### src/vip_consts.svh
// Overview of operation
// - Normal entry uses delivered handler address, never fixed.
// - Fast interrupts never fetch an address.
// - Both request inputs are active low.
// - Requests pass synchronizers unless bypass strap high.
// - Vector-valid synchronized unless its bypass high.
// - Controller presents word-aligned handler address bits.
// - Acknowledge raised only for normal interrupts.
// - Entry starts when normal request sampled low.
// - Capture vector when acknowledge and valid both high.
// - Acknowledge drops once vector captured.
// - Requests ignored while vector-valid is high.
// - Fast request ignored during normal entry.
// - Valid only with ready address, held until acknowledge low.
// - Address may change before valid rises.
// - Acknowledge low: stack priority, then clear valid; controller pulses vector_taken on the same edge that clears valid.
// - Release normal request no later than clearing valid.
// - Controller synchronizes acknowledge when clocks asynchronous.
// - Synchronous mode shrinks acknowledge and valid delays to one cycle.
// - Integrator ties request bypass low, valid bypass per mode.
`ifndef VIP_CONSTS_SVH
`define VIP_CONSTS_SVH

`define VIP_VEC_MSB 31
`define VIP_VEC_LSB 2
`define VIP_VEC_W 30
`define VIP_ADDR_W 32
`define VIP_SYNC_STAGES 3
`define VIP_REQ_N_RST 1'h1
`define VIP_ACK_RST 1'h0
`define VIP_VALID_RST 1'h0
`define VIP_VEC_RST 30'h0

`endif

### src/vip_pkg.sv
`include "vip_consts.svh"

package vip_pkg;

   typedef logic [`VIP_VEC_W-1:0] vip_vec_t;
   typedef logic [`VIP_ADDR_W-1:0] vip_addr_t;

   typedef enum logic [2:0] {
      VIP_C_IDLE = 3'h0,
      VIP_C_DECIDE = 3'h1,
      VIP_C_ACK = 3'h3,
      VIP_C_RELEASE = 3'h2,
      VIP_C_FAST = 3'h6
   } vip_core_state_t;

   typedef enum logic [1:0] {
      VIP_K_IDLE = 2'h0,
      VIP_K_VALID = 2'h1
   } vip_ctrl_state_t;

endpackage : vip_pkg

### src/vip_if.sv
`timescale 1ns/1ns
`default_nettype none

interface vip_if;
   import vip_pkg::*;

   logic fast_int_req_n;
   logic normal_int_req_n;
   logic vector_fetch_ack;
   logic vector_valid;
   vip_vec_t vector_bus;

   modport core (
      input fast_int_req_n,
      input normal_int_req_n,
      input vector_valid,
      input vector_bus,
      output vector_fetch_ack
   );

   modport ctrl (
      output fast_int_req_n,
      output normal_int_req_n,
      output vector_valid,
      output vector_bus,
      input vector_fetch_ack
   );

endinterface : vip_if

`default_nettype wire

### src/vip_sync.sv
`timescale 1ns/1ns
`default_nettype none

module vip_sync #(
   parameter int W = 1,
   parameter logic [W-1:0] RST_VAL = '0
) (
   // Clock and reset.
   input wire logic clk_sys,
   input wire logic rst_n,
   // Control.
   input wire logic bypass,
   // Data.
   input wire logic [W-1:0] d,
   output logic [W-1:0] q
);

   // ************************************************************
   // Parameter check.
   // ************************************************************
   if (W < 1) begin : g_chk
      $error("vip_sync needs a width of at least one.");
   end

   logic [W-1:0] s1_reg;
   logic [W-1:0] s2_reg;
   logic [W-1:0] s3_reg;
   logic [W-1:0] q_reg;

   // ************************************************************
   // Three-stage chain; a bit changes once stages two and three agree.
   // ************************************************************
   always_ff @(posedge clk_sys or negedge rst_n) begin
      if (!rst_n) begin
         s1_reg <= RST_VAL;
         s2_reg <= RST_VAL;
         s3_reg <= RST_VAL;
      end else begin
         s1_reg <= d;
         s2_reg <= s1_reg;
         s3_reg <= s2_reg;
      end
   end

   // Bypass leaves a single register stage.
   always_ff @(posedge clk_sys or negedge rst_n) begin
      if (!rst_n) begin
         q_reg <= RST_VAL;
      end else if (bypass) begin
         q_reg <= d;
      end else begin
         for (int i = 0; i < W; i++) begin
            if (s2_reg[i] == s3_reg[i]) begin
               q_reg[i] <= s3_reg[i];
            end
         end
      end
   end

   assign q = q_reg;

endmodule : vip_sync

`default_nettype wire

### src/vip_core.sv
`timescale 1ns/1ns
`default_nettype none
`include "vip_consts.svh"

module vip_core (
   // Clock and reset.
   input wire logic clk_sys,
   input wire logic rst_n,

   // Link to the interrupt controller.
   vip_if.core link,

   // Synchronizer bypass straps.
   input wire logic int_req_sync_bypass,
   input wire logic vector_valid_sync_bypass,

   // Processor mask state.
   input wire logic irq_enable,
   input wire logic fiq_enable,

   // Entry outputs to the pipeline.
   output logic irq_entry,
   output logic fiq_entry,
   output vip_pkg::vip_addr_t handler_addr,
   output logic entry_busy
);
   import vip_pkg::*;

   // ************************************************************
   // Declarations.
   // ************************************************************
   vip_core_state_t state_reg;
   vip_core_state_t state_next;

   logic [1:0] req_n_s;
   logic fiq_n_s;
   logic irq_n_s;
   logic valid_s;

   logic fiq_pend;
   logic irq_pend;

   logic ack_reg;
   logic ack_next;
   vip_addr_t addr_reg;
   logic irq_entry_reg;
   logic fiq_entry_reg;
   logic busy_reg;
   logic [1:0] settle_reg;

   localparam logic [1:0] SETTLE_MAX = 2'(`VIP_SYNC_STAGES);

   // ************************************************************
   // Helper functions.
   // ************************************************************
   function automatic vip_addr_t vec_to_addr(input vip_vec_t v);
      vec_to_addr = {v, 2'h0};
   endfunction : vec_to_addr

   function automatic logic req_seen(input logic req_n, input logic en, input logic vld);
      req_seen = !req_n && en && !vld;
   endfunction : req_seen

   // ************************************************************
   // Input synchronizers.
   // ************************************************************
   vip_sync #(.W(2), .RST_VAL({`VIP_REQ_N_RST, `VIP_REQ_N_RST})) u_req_sync (
      .clk_sys(clk_sys),
      .rst_n(rst_n),
      .bypass(int_req_sync_bypass),
      .d({link.fast_int_req_n, link.normal_int_req_n}),
      .q(req_n_s)
   );

   vip_sync #(.W(1), .RST_VAL(`VIP_VALID_RST)) u_valid_sync (
      .clk_sys(clk_sys),
      .rst_n(rst_n),
      .bypass(vector_valid_sync_bypass),
      .d(link.vector_valid),
      .q(valid_s)
   );

   assign fiq_n_s = req_n_s[1];
   assign irq_n_s = req_n_s[0];

   // ************************************************************
   // Pending requests.
   // ************************************************************
   // Low level is a request; nothing is seen while valid stands high.
   assign fiq_pend = req_seen(fiq_n_s, fiq_enable, valid_s);
   assign irq_pend = req_seen(irq_n_s, irq_enable, valid_s);

   // ************************************************************
   // Entry state machine.
   // ************************************************************
   always_comb begin
      state_next = state_reg;
      ack_next = ack_reg;
      case (state_reg)
         VIP_C_IDLE: begin
            ack_next = 1'h0;
            if (irq_pend || fiq_pend) begin
               state_next = VIP_C_DECIDE;
            end
         end
         VIP_C_DECIDE: begin
            if (fiq_pend) begin
               state_next = VIP_C_FAST;
            end else if (irq_pend) begin
               state_next = VIP_C_ACK;
               ack_next = 1'h1;
            end else begin
               state_next = VIP_C_IDLE;
            end
         end
         VIP_C_ACK: begin
            // Fast request is not looked at here.
            if (ack_reg && valid_s) begin
               state_next = VIP_C_RELEASE;
               ack_next = 1'h0;
            end
         end
         VIP_C_RELEASE: begin
            ack_next = 1'h0;
            if (!valid_s && (int_req_sync_bypass || settle_reg == SETTLE_MAX)) begin
               state_next = VIP_C_IDLE;
            end
         end
         VIP_C_FAST: begin
            ack_next = 1'h0;
            state_next = VIP_C_IDLE;
         end
         default: begin
            ack_next = 1'h0;
            state_next = VIP_C_IDLE;
         end
      endcase
   end

   always_ff @(posedge clk_sys or negedge rst_n) begin
      if (!rst_n) begin
         state_reg <= VIP_C_IDLE;
      end else begin
         state_reg <= state_next;
      end
   end

   // ************************************************************
   // Request settle count.
   // ************************************************************
   // A request still inside the unbypassed chain must not be taken twice.
   always_ff @(posedge clk_sys or negedge rst_n) begin
      if (!rst_n) begin
         settle_reg <= 2'h0;
      end else if (state_reg != VIP_C_RELEASE || valid_s) begin
         settle_reg <= 2'h0;
      end else if (settle_reg != SETTLE_MAX) begin
         settle_reg <= settle_reg + 2'h1;
      end
   end

   // ************************************************************
   // Acknowledge output.
   // ************************************************************
   always_ff @(posedge clk_sys or negedge rst_n) begin
      if (!rst_n) begin
         ack_reg <= `VIP_ACK_RST;
      end else begin
         ack_reg <= ack_next;
      end
   end

   // ************************************************************
   // Vector capture.
   // ************************************************************
   always_ff @(posedge clk_sys or negedge rst_n) begin
      if (!rst_n) begin
         addr_reg <= {`VIP_VEC_RST, 2'h0};
      end else if (state_reg == VIP_C_ACK && ack_reg && valid_s) begin
         addr_reg <= vec_to_addr(link.vector_bus);
      end
   end

   // ************************************************************
   // Entry pulses.
   // ************************************************************
   always_ff @(posedge clk_sys or negedge rst_n) begin
      if (!rst_n) begin
         irq_entry_reg <= 1'h0;
         fiq_entry_reg <= 1'h0;
      end else begin
         irq_entry_reg <= (state_reg == VIP_C_ACK) && ack_reg && valid_s;
         fiq_entry_reg <= (state_reg == VIP_C_DECIDE) && fiq_pend;
      end
   end

   // ************************************************************
   // Busy flag.
   // ************************************************************
   always_ff @(posedge clk_sys or negedge rst_n) begin
      if (!rst_n) begin
         busy_reg <= 1'h0;
      end else begin
         busy_reg <= (state_next != VIP_C_IDLE);
      end
   end

   // ************************************************************
   // Outputs.
   // ************************************************************
   assign link.vector_fetch_ack = ack_reg;
   assign irq_entry = irq_entry_reg;
   assign fiq_entry = fiq_entry_reg;
   assign handler_addr = addr_reg;
   assign entry_busy = busy_reg;

endmodule : vip_core

`default_nettype wire

### src/flat_wrapper.sv
// flat-port wrapper written by rule: the top's interface ports become plain ports
module vip_core_flat import vip_pkg::*;
  (clk_sys, rst_n, int_req_sync_bypass, vector_valid_sync_bypass, irq_enable, fiq_enable, irq_entry, fiq_entry, handler_addr, entry_busy, link_fast_int_req_n, link_normal_int_req_n, link_vector_valid, link_vector_bus, link_vector_fetch_ack);
  vip_if link_i ();
  input wire logic clk_sys;
  input wire logic rst_n;
  input wire logic int_req_sync_bypass;
  input wire logic vector_valid_sync_bypass;
  input wire logic irq_enable;
  input wire logic fiq_enable;
  output logic irq_entry;
  output logic fiq_entry;
  output vip_pkg::vip_addr_t handler_addr;
  output logic entry_busy;
  input wire logic [$bits(link_i.fast_int_req_n)-1:0] link_fast_int_req_n;
  input wire logic [$bits(link_i.normal_int_req_n)-1:0] link_normal_int_req_n;
  input wire logic [$bits(link_i.vector_valid)-1:0] link_vector_valid;
  input wire logic [$bits(link_i.vector_bus)-1:0] link_vector_bus;
  output wire logic [$bits(link_i.vector_fetch_ack)-1:0] link_vector_fetch_ack;
  assign link_i.fast_int_req_n = link_fast_int_req_n;
  assign link_i.normal_int_req_n = link_normal_int_req_n;
  assign link_i.vector_valid = link_vector_valid;
  assign link_i.vector_bus = link_vector_bus;
  assign link_vector_fetch_ack = link_i.vector_fetch_ack;
  vip_core u_core (.clk_sys(clk_sys), .rst_n(rst_n), .link(link_i), .int_req_sync_bypass(int_req_sync_bypass), .vector_valid_sync_bypass(vector_valid_sync_bypass), .irq_enable(irq_enable), .fiq_enable(fiq_enable), .irq_entry(irq_entry), .fiq_entry(fiq_entry), .handler_addr(handler_addr), .entry_busy(entry_busy));
endmodule
### config.mk
export PLATFORM = sky130hd
export DESIGN_NAME = vip_core_flat
export DESIGN_NICKNAME = d
export VERILOG_FILES = /design/src/vip_pkg.sv /design/src/vip_if.sv /design/src/vip_sync.sv /design/src/vip_core.sv /design/src/flat_wrapper.sv
export VERILOG_INCLUDE_DIRS = /design/src
export SDC_FILE = /design/constraint.sdc
export NUM_CORES = 1
export LEC_CHECK = 0
export BUFFER_PORTS_ARGS = -buffer_cell sky130_fd_sc_hd__buf_2
export CAP_MARGIN = 30
export CORE_MARGIN = 4
export CORE_UTILIZATION = 44
export CTS_CLUSTER_SIZE = 24
export DETAILED_ROUTE_END_ITERATION = 8
export PLACE_DENSITY = 0.71
export SLEW_MARGIN = 10
export SYNTH_ARGS = -nofsm -noshare
export SYNTH_HDL_FRONTEND = slang
export SYNTH_HIERARCHICAL = 1
export SYNTH_SLANG_ARGS = --single-unit
export TNS_END_PERCENT = 100
### constraint.sdc
create_clock -name clk_sys -period 1.55 [get_ports clk_sys]
set_input_delay 0.31 -clock clk_sys [delete_from_list [all_inputs] [get_ports clk_sys]]
set_output_delay 0.31 -clock clk_sys [all_outputs]
set_load 0.01 [all_outputs]
# --- Word level (Yosys, flattened, before mapping) ---
# Index checks and enable logic that the tools add are counted.
op_classes:
  div_mod_pow: 0
  order_cmp: 0
  mux: 17
  bitwise: 0
  shift: 0
  reduce_logical: 22
  n_mul: 0
  n_eq_ne: 12
  addsub: 1
ops:
  columns: ["operator", "count"]
  rows:
  - ["3-bit 2-to-1 mux", 4]
  - ["3-bit one-hot mux with 4 select lines", 1]
  - ["1-bit logical AND", 9]
  - ["2-bit 2-to-1 mux", 4]
  - ["2-bit nonzero test", 4]
  - ["1-bit 2-to-1 mux", 7]
  - ["3-bit by 2-bit equality test with 1-bit output (second input constant)", 2]
  - ["2-bit by 1-bit != test with 1-bit output (second input constant)", 2]
  - ["2-bit != test (second input constant)", 2]
  - ["1-bit equality test", 3]
  - ["3-bit by 1-bit equality test with 1-bit output (second input constant)", 1]
  - ["1-bit logical NOT", 3]
  - ["3-bit logical NOT", 1]
  - ["1-bit logical OR", 3]
  - ["3-bit by 2-bit != test with 1-bit output (second input constant)", 1]
  - ["3-bit AND reduction", 1]
  - ["3-bit nonzero test", 1]
  - ["2-bit by 1-bit adder with 2-bit output (second input constant)", 1]
  - ["2-bit equality test (second input constant)", 1]
  - ["1-bit one-hot mux with 2 select lines", 1]
word_totals:
  n_memories: 0
  mem_bits_ro: 0
  output_inout_bits: 36
  inputBits: 39
  ramBits: 0
  latchBits: 0
  word_cells: 68
  reg_bits: 51

# --- Longest topological paths before layout ---
logic_depth:
  depth_word: 7
  mapped_depth: 5
  mapped_depth_nobuf: 4

# --- Hierarchy ---
# Netlist, hierarchy kept.
modules_own_cells:
  columns: ["module", "cells_each", "seq_area_each_um2", "area_each_um2", "instances"]
  rows:
  - ["vip_core", 106, 975.9, 1717.9, 1]
  - ["vip_sync (u_core.u_req_sync)", 16, 210.2, 250.2, 1]
  - ["vip_sync (u_core.u_valid_sync)", 8, 100.1, 125.1, 1]

# --- Worst setup path after synthesis ---
# Ideal clock, no wire load.
synth_timing:
  kind: "flip-flop to flip-flop"
  startpoint: "reg u_core.u_valid_sync.q_reg (netlist: u_core/u_valid_sync/q)"
  endpoint: "reg u_core.addr_reg[10] (netlist: u_core/handler_addr[10])"
  t_required_ns: 1.425
  path_stages_with_launch: 6
  n_path_buf: 2
  setup_slack_ns: 0.062
  arrival_time_ns: 1.363
  setup_ns: 0.125
  period_less_slack_ns: 1.488
  cell_sequence: "dfrtp_1 -> buf_6 -> nand2_2 -> and4bb_4 -> buf_12 -> mux2_4"
synth_between:
  elab_chain_cells: 1
synth_rtl:
  columns: ["item", "line_no", "text"]
  rows:
  - ["start, declared", "vip_sync.sv:28", "logic [W-1:0] q_reg;"]
  - ["start signal, assigned by index", "vip_sync.sv:54", "q_reg[i] <= s3_reg[i];"]
  - ["1-bit logical AND", "vip_core.sv:179", "end else if (state_reg == VIP_C_ACK && ack_reg && valid_s) begin"]
  - ["end signal, assigned", "vip_core.sv:178", "addr_reg <= {`VIP_VEC_RST, 2'h0};"]
  - ["end signal, assigned", "vip_core.sv:180", "addr_reg <= vec_to_addr(link.vector_bus);"]
  - ["end, declared", "vip_core.sv:45", "vip_addr_t addr_reg;"]
# No other way between the ends.
# A chain may end at the register's enable or synchronous reset.

# --- Final worst setup path ---
layout_timing:
  startpoint: "reg u_core.u_valid_sync.q_reg (netlist: u_core/u_valid_sync/q)"
  endpoint: "reg u_core.addr_reg[25] (netlist: u_core/handler_addr[25])"
# The elaborated chain is that of the path after synthesis.

==> impl_metrics.ini <==
[power_and_ir_drop]
power_leakage_nw = 1.415
totalPowerFinal_mw = 3.086
vdd_ir_drop_max_uv = 531.5
pwr_density_cell_nw_per_um2 = 1161

[worst_setup_path]
cp.required_ns = 1.73
worstSetupPathType = reg2reg
cp_slowest_cell = dfrtp_1
r2r_slack_ns = 0.11
endpoint_kind = register
crit_fanout = 5
setup.worst_path.start_class = register
critical-path-top-delay-family = simple AND/OR/NAND/NOR gates
cp_slowest_stage_delay_ns = 0.38
critPathBufInv = 1
critPathArrivalTime_ns = 1.63
cp_cell_sequence = nand2_2 > and4bb_4 > buf_4 > mux2_2

[timing]
rsz0062_at_grt = no
tns_ns = 0
fin_skew_ns = 0.003680
fin_ws_ns = 0.1055
slew_violations = 0
fin_crit_ns = 1.444
hold-worst-slack_ns = 0.1163
timing.fmax_mhz = 692.3
period_share_pct = 93.19
setup_viol = 0
finalHoldViolCount = 0

[floorplanning]
die_y_um = 76.98
io-pin-count = 75
start_util_pct = 46.78
core_area_um2 = 4474
dieArea_um2 = 5925
fp-row-count = 24
die_w_um = 76.98

[placement]
dp_slack_ns = 0.1145
dp_cells = 256
place_hpwl_um = 2839
dpl_cell_area_um2 = 2531
gp_congestion = 0.7567
port_buffers = 72

[logic_synthesis]
syn-cell-area_um2 = 2093
synth_top_family_by_area = multiplexers
synth_top_cell_by_area = dfrtp_1
synthAdderAreaFrac_pct = 0.5977
synth_compound_area_share_pct = 4.423
ys_seq_area_share_pct = 61.45
synthCells = 130
ys_top_cells_by_area = dfrtp_1, mux2_4, dfstp_2
synth_simple_gate_area_share_pct = 6.515
yosys.area.top_type_share_pct = 51.40
yosys-mux-area-fraction_pct = 21.82
synth-edff-count = 0
yosys_warnings = 6
avgSynthCellArea_um2 = 16.10
synthXorXnorAreaFrac_pct = 0.4184
synth-async-reset-ratio_pct = 100.0
synth-main-ff-cell = dfrtp_1
ys_types = 30
ys_seq_elements = 51

[route]
routedWlPerCell_um = 14.85
routed_wl_um = 3935
detail-route-antenna-nets = 0
vias = 1246
vias_per_cell = 4.702
dr.pass1.iters = 4
drt_iter0_markers = 65
route.detailed.drc = 0

[clock_network]
cts-root-buf = clkbuf_8
h-tree-depth = 2
cts_tree = done
clock_tree.buffer_depth = 2
cts_buffers = 5
clk-insertion-delay-late_ns = 0.29
cts.reportedPaths.clkPinSlew_ns = 0.09
postCtsSetupBuffers = 0
post_cts_resized = 0
numClockSinks = 51

[hold_path]
hold_path_class = in2reg

[final_layout]
final_cells = 265
nets = 252
postLayoutCoreUtil_pct = 59.42
diodes = 0
syn_to_final_growth_pct = 27.02
largest_reg_flops = 30
design_area_um2 = 2659
drive_above_1_share_pct = 61.03

[global_routing]
grt_pass1_vias = 1331
grtUsageTotal_pct = 13.87
grt_antenna_before_repair = 0
grt_overflow = 0
grt_pass1_wl_um = 6624
grt_max_degree = 52

[job]
maxCapViolations = 0

[run_status]
status = finished clean
-- report_power, final --
group | internal [mW] | switching (mW)
clock | 0.522 | 0.406
sequential | 1.49 | 0.0780
combinational | 0.314 | 0.275
-- routing by layer --
layer / wire length (um) / GRT usage [%]
met2: 1709 / 20.82
met4: 14 / 3.203
met5: 0 / 0
met3: 266 / 4.567
met1: 1944 / 19.56
-- cell usage after synthesis, types with 2 or more instances --
| master | instances |
|---|---|
| nor2_1 | 7 |
| mux2_4 | 29 |
| a21oi_1 | 5 |
| dfstp_2 | 8 |
| buf_2 | 2 |
| nand2_1 | 4 |
| o31ai_1 | 3 |
| o21ai_0 | 3 |
| nor4_1 | 2 |
| buf_12 | 3 |
| nor2b_1 | 2 |
| buf_4 | 2 |
| dfrtp_1 | 43 |
-- area by class of cell --
type | instances | area [um^2]
Multi-Input combinational cell | 72 | 714.4
Clock buffer | 6 | 82.58
Clock inverter | 2 | 35.03
Sequential cell | 51 | 1286
Timing Repair Buffer | 82 | 475.5
Tap cell | 52 | 65.06
Fill cell | 369 | 1815
-- cell usage in the layout (no fill, tap or decap), drive strengths merged, types with 2 or more instances in the layout --
master | Yosys | layout
mux2 | 30 | 30
o21ai | 3 | 3
nor4 | 2 | 2
conb | 1 | 2
clkbuf | 0 | 6
nor2 | 7 | 7
dfrtp | 43 | 43
a21oi | 5 | 5
buf | 8 | 81
nand2 | 5 | 5
nor2b | 2 | 2
dfstp | 8 | 8
o31ai | 4 | 4
-- kinds of logic (layout without fill, tap and decap cells) --
logic type      after synthesis  count (layout)
xor+xnor                      1               1
mux                          31              31
other cells                   1               2
compound gates               14              14
flops                        51              51
fa+ha+maj                     1               1
buf+inv                       8              90
simple gates                 23              23
-- repair_timing --
action,4_1_cts,5_1_grt
hold endpoints to repair,43,0
hold buffers,1,0
endpoints found under the setup margin,0,0
-- final timing paths --
kind	startpoint	to	depth (start not counted)
worst max-delay path	u_core/u_valid_sync/q	u_core/handler_addr[25]	4
worst min-delay path	link_normal_int_req_n	u_core/u_req_sync/s1_reg[0]	1
worst max register to register	u_core/u_valid_sync/q	u_core/handler_addr[25]	4
worst min register to register	u_core/u_valid_sync/s1_reg	u_core/u_valid_sync/s2_reg	0
max in group asynchronous	rst_n	u_core/u_req_sync/s2_reg[0]	3
min in group asynchronous	rst_n	u_core/handler_addr[10]	3
No activity file was read; power rests on OpenSTA's default activity.
